File: src/logic/sdvem_defines.vh
// Register map, field positions, reset values and CRC constants of the error monitor.
`ifndef SDVEM_DEFINES_VH
`define SDVEM_DEFINES_VH
// ==========================================================================
// Host register addresses
`define SDVEM_ADDR_ERROR_FLAGS 8'h01
`define SDVEM_ADDR_ERROR_DISABLE 8'h25
`define SDVEM_ADDR_RANGE_FIRST 8'h15
`define SDVEM_ADDR_RANGE_LAST 8'h24
// ==========================================================================
// Flag and disable bit positions
`define SDVEM_BIT_ACTIVE_END 0
`define SDVEM_BIT_ACTIVE_START 1
`define SDVEM_BIT_CHECKSUM 2
`define SDVEM_BIT_LOCK 3
`define SDVEM_BIT_AP_CRC 4
`define SDVEM_BIT_FF_CRC 5
`define SDVEM_BIT_STD 6
`define SDVEM_FLAG_WIDTH 7
// ==========================================================================
// Reset values and widths
`define SDVEM_FLAGS_RESET 7'h00
`define SDVEM_DISABLE_RESET 7'h00
`define SDVEM_RANGE_RESET 13'h0000
`define SDVEM_LINE_WIDTH 11
`define SDVEM_PIXEL_WIDTH 13
`define SDVEM_RANGE_COUNT 16
// ==========================================================================
// EDH CRC generator
`define SDVEM_CRC_POLY 16'h1021
`define SDVEM_CRC_SEED 16'h0000
`endif

File: src/logic/sdvem_error_monitor.v
// Error flag, disable mask, summary pin and EDH CRC range logic of the SD video receiver.
`include "sdvem_defines.vh"
`default_nettype none

module sdvem_error_monitor (
  input wire sys_clk,
  input wire srst,
  input wire [7:0] host_addr,
  input wire host_wr,
  input wire host_rd,
  input wire [15:0] host_wdata,
  output reg [15:0] host_rdata,
  input wire smpte_mode,
  input wire locked,
  input wire manual_mode,
  input wire video_processing_bypass_n,
  input wire field_start,
  input wire std_change,
  input wire pid_std_mismatch,
  input wire anc_checksum_error,
  input wire active_start_code_error,
  input wire active_end_code_error,
  input wire fmt_525,
  input wire fmt_625,
  input wire field_id,
  input wire [10:0] line_num,
  input wire [12:0] pixel_num,
  input wire flywheel_active_line,
  input wire between_sav_eav,
  input wire word_valid,
  input wire [9:0] video_word,
  input wire edh_rx_valid,
  input wire edh_rx_ok,
  input wire [15:0] edh_rx_ap_crc,
  input wire [15:0] edh_rx_ff_crc,
  output reg data_error_n
);

  // ========================================================================
  // Helper functions
  // ========================================================================

  // Advances the EDH CRC by one 10-bit word, least significant bit first.
  function [15:0] crc_step;
    input [15:0] crc;
    input [9:0] data;
    integer k;
    reg [15:0] c;
    begin
      c = crc;
      for (k = 0; k < 10; k = k + 1) begin
        if (c[15] ^ data[k]) begin
          c = {c[14:0], 1'b0} ^ `SDVEM_CRC_POLY;
        end else begin
          c = {c[14:0], 1'b0};
        end
      end
      crc_step = c;
    end
  endfunction

  // True when a position falls within an inclusive start..end window.
  function in_window;
    input [12:0] pos;
    input [12:0] first;
    input [12:0] last;
    begin
      in_window = (pos >= first) && (pos <= last);
    end
  endfunction

  // ========================================================================
  // Pin synchronisers
  // ========================================================================

  reg manual_meta;
  reg manual_sync;
  reg bypass_n_meta;
  reg bypass_n_sync;

  // Mode and bypass pins come from outside and pass two flip-flops.
  always @(posedge sys_clk) begin
    if (srst) begin
      manual_meta <= 1'b0;
      manual_sync <= 1'b0;
      bypass_n_meta <= 1'b1;
      bypass_n_sync <= 1'b1;
    end else begin
      manual_meta <= manual_mode;
      manual_sync <= manual_meta;
      bypass_n_meta <= video_processing_bypass_n;
      bypass_n_sync <= bypass_n_meta;
    end
  end

  // ========================================================================
  // Host registers
  // ========================================================================

  reg [6:0] error_flags;
  reg [6:0] error_detect_disable;
  wire [12:0] range_lim [0:15];
  wire range_sel;
  wire [3:0] range_idx;
  wire [7:0] range_off;

  assign range_off = host_addr - `SDVEM_ADDR_RANGE_FIRST;
  assign range_sel = (host_addr >= `SDVEM_ADDR_RANGE_FIRST) &&
                     (host_addr <= `SDVEM_ADDR_RANGE_LAST);
  assign range_idx = range_off[3:0];

  // Range limits: indices 0..7 hold 11-bit lines, 8..15 hold 13-bit pixels.
  genvar gi;
  generate
    for (gi = 0; gi < `SDVEM_RANGE_COUNT; gi = gi + 1) begin : g_lim
      reg [12:0] lim;
      // Each limit has its own register, so the array has one driver per word.
      always @(posedge sys_clk) begin
        if (srst) begin
          lim <= `SDVEM_RANGE_RESET;
        end else if (host_wr && range_sel && range_idx == gi) begin
          if (gi < 8) begin
            lim <= {2'b00, host_wdata[10:0]};
          end else begin
            lim <= host_wdata[12:0];
          end
        end
      end
      // Publishes the limit to the shared lookup array.
      assign range_lim[gi] = lim;
    end
  endgenerate

  // Disable mask, written by the host.
  always @(posedge sys_clk) begin
    if (srst) begin
      error_detect_disable <= `SDVEM_DISABLE_RESET;
    end else if (host_wr && host_addr == `SDVEM_ADDR_ERROR_DISABLE) begin
      error_detect_disable <= host_wdata[6:0];
    end
  end

  // Read data is registered; unused bits and unmapped addresses read zero.
  always @(posedge sys_clk) begin
    if (srst) begin
      host_rdata <= 16'h0000;
    end else if (host_rd) begin
      if (host_addr == `SDVEM_ADDR_ERROR_FLAGS) begin
        host_rdata <= {9'h000, error_flags};
      end else if (host_addr == `SDVEM_ADDR_ERROR_DISABLE) begin
        host_rdata <= {9'h000, error_detect_disable};
      end else if (range_sel) begin
        host_rdata <= {3'b000, range_lim[range_idx]};
      end else begin
        host_rdata <= 16'h0000;
      end
    end
  end

  // ========================================================================
  // EDH calculation ranges
  // ========================================================================

  reg use_host_ranges;
  reg ap_hit;
  reg ff_hit;
  wire [3:0] fsel;
  integer j;

  assign fsel = {3'b000, field_id};

  // Host limits apply only to non-standard formats with every limit nonzero.
  always @* begin
    use_host_ranges = !(fmt_525 || fmt_625);
    for (j = 0; j < `SDVEM_RANGE_COUNT; j = j + 1) begin
      if (range_lim[j] == 13'h0000) begin
        use_host_ranges = 1'b0;
      end
    end
  end

  // Window decode; flywheel timing brackets pixels between start and end codes.
  always @* begin
    if (use_host_ranges) begin
      ap_hit = in_window({2'b00, line_num}, range_lim[fsel * 2],
                         range_lim[fsel * 2 + 4'h1]) &&
               in_window(pixel_num, range_lim[4'h8 + fsel * 2],
                         range_lim[4'h9 + fsel * 2]);
      ff_hit = in_window({2'b00, line_num}, range_lim[4'h4 + fsel * 2],
                         range_lim[4'h5 + fsel * 2]) &&
               in_window(pixel_num, range_lim[4'hc + fsel * 2],
                         range_lim[4'hd + fsel * 2]);
    end else begin
      ap_hit = flywheel_active_line && between_sav_eav;
      ff_hit = between_sav_eav;
    end
  end

  // ========================================================================
  // EDH CRC accumulation and compare
  // ========================================================================

  reg [15:0] ap_crc;
  reg [15:0] ff_crc;
  reg [15:0] ap_crc_held;
  reg [15:0] ff_crc_held;

  // Accumulate within the windows; field start banks the finished values.
  always @(posedge sys_clk) begin
    if (srst) begin
      ap_crc <= `SDVEM_CRC_SEED;
      ff_crc <= `SDVEM_CRC_SEED;
      ap_crc_held <= `SDVEM_CRC_SEED;
      ff_crc_held <= `SDVEM_CRC_SEED;
    end else if (field_start) begin
      ap_crc_held <= ap_crc;
      ff_crc_held <= ff_crc;
      ap_crc <= `SDVEM_CRC_SEED;
      ff_crc <= `SDVEM_CRC_SEED;
    end else if (word_valid) begin
      if (ap_hit) begin
        ap_crc <= crc_step(ap_crc, video_word);
      end
      if (ff_hit) begin
        ff_crc <= crc_step(ff_crc, video_word);
      end
    end
  end

  // ========================================================================
  // Error flags and summary pin
  // ========================================================================

  reg [6:0] det;
  reg [6:0] next_flags;
  wire flag_clear;
  wire edh_good;

  assign edh_good = edh_rx_valid && edh_rx_ok;
  assign flag_clear = field_start || std_change || !locked ||
                      (host_rd && host_addr == `SDVEM_ADDR_ERROR_FLAGS) ||
                      (manual_sync && !bypass_n_sync);

  // Detector events, gated by the disable mask and, all but the lock bit, by SMPTE mode.
  always @* begin
    det = 7'h00;
    det[`SDVEM_BIT_ACTIVE_END] = active_end_code_error;
    det[`SDVEM_BIT_ACTIVE_START] = active_start_code_error;
    det[`SDVEM_BIT_CHECKSUM] = anc_checksum_error;
    det[`SDVEM_BIT_AP_CRC] = edh_good && (edh_rx_ap_crc != ap_crc_held);
    det[`SDVEM_BIT_FF_CRC] = edh_good && (edh_rx_ff_crc != ff_crc_held);
    det[`SDVEM_BIT_STD] = pid_std_mismatch;
    if (!smpte_mode) begin
      det = 7'h00;
    end
    det[`SDVEM_BIT_LOCK] = !locked;
    det = det & ~error_detect_disable;
  end

  // Clear first, then set, so a coincident event survives the clear.
  always @* begin
    next_flags = error_flags;
    if (flag_clear) begin
      next_flags = error_flags & 7'h08;
    end
    next_flags[`SDVEM_BIT_LOCK] = det[`SDVEM_BIT_LOCK];
    next_flags = next_flags | det;
  end

  // Flag register and the active-low summary output.
  always @(posedge sys_clk) begin
    if (srst) begin
      error_flags <= `SDVEM_FLAGS_RESET;
      data_error_n <= 1'b1;
    end else begin
      error_flags <= next_flags;
      data_error_n <= ~|(next_flags & ~error_detect_disable);
    end
  end

endmodule
`default_nettype wire

File: config.mk
export PLATFORM = sky130hd
export DESIGN_NAME = sdvem_error_monitor
export DESIGN_NICKNAME = d
export VERILOG_FILES = /design/src/logic/sdvem_error_monitor.v
export VERILOG_INCLUDE_DIRS = /design/src /design/src/logic
export SDC_FILE = /design/constraint.sdc
export NUM_CORES = 1
export LEC_CHECK = 0
export BUFFER_PORTS_ARGS = -buffer_cell sky130_fd_sc_hd__buf_2
export CORE_MARGIN = 10
export CORE_UTILIZATION = 45
export CTS_BUF_LIST = sky130_fd_sc_hd__clkbuf_8
export CTS_CLUSTER_DIAMETER = 40
export CTS_CLUSTER_SIZE = 10
export DETAILED_ROUTE_END_ITERATION = 7
export GPL_ROUTABILITY_DRIVEN = 0
export GPL_TIMING_DRIVEN = 0
export SKIP_LAST_GASP = 1
export SYNTH_ARGS = -nofsm -noshare
export SYNTH_HDL_FRONTEND = slang
export SYNTH_SLANG_ARGS = --single-unit
export TNS_END_PERCENT = 50
File: constraint.sdc
create_clock -name sys_clk -period 8.3 [get_ports sys_clk]
set_input_delay 1.66 -clock sys_clk [delete_from_list [all_inputs] [get_ports sys_clk]]
set_output_delay 1.66 -clock sys_clk [all_outputs]
set_load 0.005 [all_outputs]
==> metrics <==
reg2reg end=ff_crc[10]; worst-path cell chain=clkbuf_1 > clkbuf_1 > clkbuf_1 > mux2i_1 > ha_1 > a211o_1 > o221ai_1 > a21oi_1 > o41ai_2 > nand4_1 > mux2_2 > nor2_4 > a211oi_1; Via density=5.83; TritonCTS Buffers=48; Syn Std Cell Area=17100 sq um; H-tree levels=2; Worst path max stage delay=650 ps; Crit path buffers/inverters=3; Setup Buffers After CTS=0; Fill cells=3531; ys async rst share=0%; Hold Startpoint=bypass_n_meta; clock-pin slew on the worst setup and hold paths=70 ps; Root Buffer=clkbuf_8; Worst-Skew Late Latency=650 ps; global-route usage over all layers=24.4%; Die Wd=215 um; Initial Util=45.4%; area delta synth->final=13.0%; crit path capture type=flop; Mapped Cells=1737; share of cells above drive strength 1=17.2%; Hold Path Depth=1; core area=37600 sq um; crit path launch type=primary input; DR DRC count=0; Fin. Hold Viols=0; global-route wire length before repair=87200 um; EDFF count, synth=0; Synth Flop Type=dfxtp_1; largest net degree at the start of global routing=14; Leakage Power=7.13 nW; Ports=129; Cell variety after synth=72; Die H=215 um; worst-margin pin slew=1270 ps; First-pass DRT Iterations=6; register bit total from synthesis=288; grt ovf=0; Clock Sinks=288; YS warnings=0; critical path class=primary input to flop; TritonCTS clock tree=yes; CTS resizes=0; final period utilization=68.6%; Synth top cells by count=mux2i_1 (313), dfxtp_1 (288), nor2_1 (288); Final Setup Violations=0; Peak Freq=176 MHz; initial DRC count=1196; Worst Path Required=8780 ps; most frequent cell after synthesis=mux2i_1; max-cap viol count=0; antenna violations before repair=2; sequential-to-total area share from yosys stat=33.8%; Final HPWL DP=44500 um; Yosys top cell area share=33.8%; CP dominant cell by count=clkbuf_1; slowest CP cell=clkbuf_1; clk_skew=48.7 ps; Seq. cell area=5770 sq um; delay-heaviest family, CP=buffers and inverters; final max-slew violation count=0; Slew headroom=14.7%; post-synth top area cell=dfxtp_1; unrepaired setup endpoints after global routing=false; via count=14300; row count=71; hold path endpoint=bypass_n_sync; Mean Syn Cell Area=9.82 sq um; worst reg2reg path startpoint=g_lim[14].lim[0]; Worst EP arrival=6180 ps; largest cells by area after synthesis=dfxtp_1 (34%), mux2i_1 (18%), mux4_2 (7.7%); Post-Route WL=58100 um; setup_tns=0 ps; DR WL/cell=23.8 um; reg2reg setup slack=4730 ps; Max Fanout on Critical Path=10; Nets=2111; R2R cell count=11; Max IR drop VDD=112 uV; Post-DRT Antenna Nets=0; PortBufs=108; status=finished clean; minimum period implied by the final worst setup slack=5700 ps; Clock Path Buffers=3; Power Density=166 nW/um^2; Die Area=46100 sq um; multi-input logic area=10600 sq um; vias in the first global route=13900; final core occ=51.3%; Hold Buf Count CTS=0; min-delay worst type=flop to flop
through the flow:
stage / power (mW) / hold WS [ps] / setup WS (ps) / instance area [sq um] / instances
finish: 3.20 / 422 / 2600 / 19300 / 2446
global route: 3.31 / 453 / 2480 / 19300 / 2446
CTS: 3.21 / 423 / 2680 / 19300 / 2445
detailed placement: 1.85 / 407 / 2030 / 18300 / 2358
global placement: 1.84 / 393 / 2030 / 18300 / 2358
floorplan: 1.70 / 389 / 3550 / 17100 / 1739
layer usage:
metal  global-route usage [%]  vias up  part of all wire, %
met2                     36.4      673                   43
met3                     6.97      120                  9.0
met5                        0        -                0.024
met1                     32.3     6809                   44
li1                         -     6647                    -
met4                     10.7        2                  4.3
flip-flops by register name, indices dropped and copies added (netlist names), 7 cells and up:
signal	count
error_detect_disable	7
ff_crc	16
ap_crc_held	16
host_rdata	13
error_flags	7
g_lim.lim	192
ap_crc	16
ff_crc_held	16
where the power goes:
| part | internal [mW] | switching (mW) |
|---|---|---|
| combinational | 0.159 | 0.258 |
| clock | 0.705 | 0.674 |
| sequential | 1.39 | 0.0117 |
worst register-to-register path, delay by kind of cell, from the launching register on:
| kind | cells | cell delay, ps |
|---|---|---|
| compound gates | 6 | 2090 |
| simple gates | 2 | 270 |
| fa+ha+maj | 1 | 280 |
| mux | 1 | 290 |
| flops | 1 | 350 |
| buf+inv | 1 | 250 |
worst max path at each step:
stage	start	endpoint	slack (ps)	depth (start not counted)
2_1_floorplan	field_id	ap_crc[0]	3550	13
3_3_place_gp	field_id	ap_crc[5]	2030	13
3_5_place_dp	field_id	ap_crc[0]	2030	13
4_1_cts	field_id	ap_crc[4]	2680	13
5_1_grt	field_id	ap_crc[1]	2480	14
6_report	field_id	ap_crc[4]	2600	13
area by class of cell:
type	count	share of cell area [%]
Clock buffer	53	3.78
Sequential cell	288	29.9
Tap cell	511	3.31
Antenna cell	1	0.0130
Timing Repair Buffer	108	2.80
Clock inverter	34	1.58
Inverter	10	0.221
Buffer	127	3.62
Multi-Input combinational cell	1314	54.8
cells by family (layout without fill, tap and decap cells):
family          after synthesis  after routing  synth area share (%)
fa+ha+maj                   102            102                  7.48
compound gates              203            203                  7.77
other cells                   1              4                0.0220
simple gates                523            523                  14.3
mux                         384            384                  27.0
flops                       288            288                  33.8
xor+xnor                     99             99                  5.30
buf+inv                     137            332                  4.34
cells in the final DEF (no fill, tap or decap), types with 11 or more instances in the layout:
cell,n
nor4_1,36
buf_4,24
mux2i_1,313
a21oi_1,77
inv_1,12
and4_1,17
clkbuf_8,53
xnor2_1,76
nand3_1,35
o21ai_0,27
o21a_1,11
xor2_1,18
nor2b_1,14
mux2_2,11
nand2_1,51
nand4_1,30
o22a_1,14
mux4_2,58
nor2_1,288
clkbuf_1,72
buf_6,15
buf_2,114
nor3_1,22
dfxtp_1,288
a211oi_1,12
ha_1,102
Power figures use the tool's default switching activity.
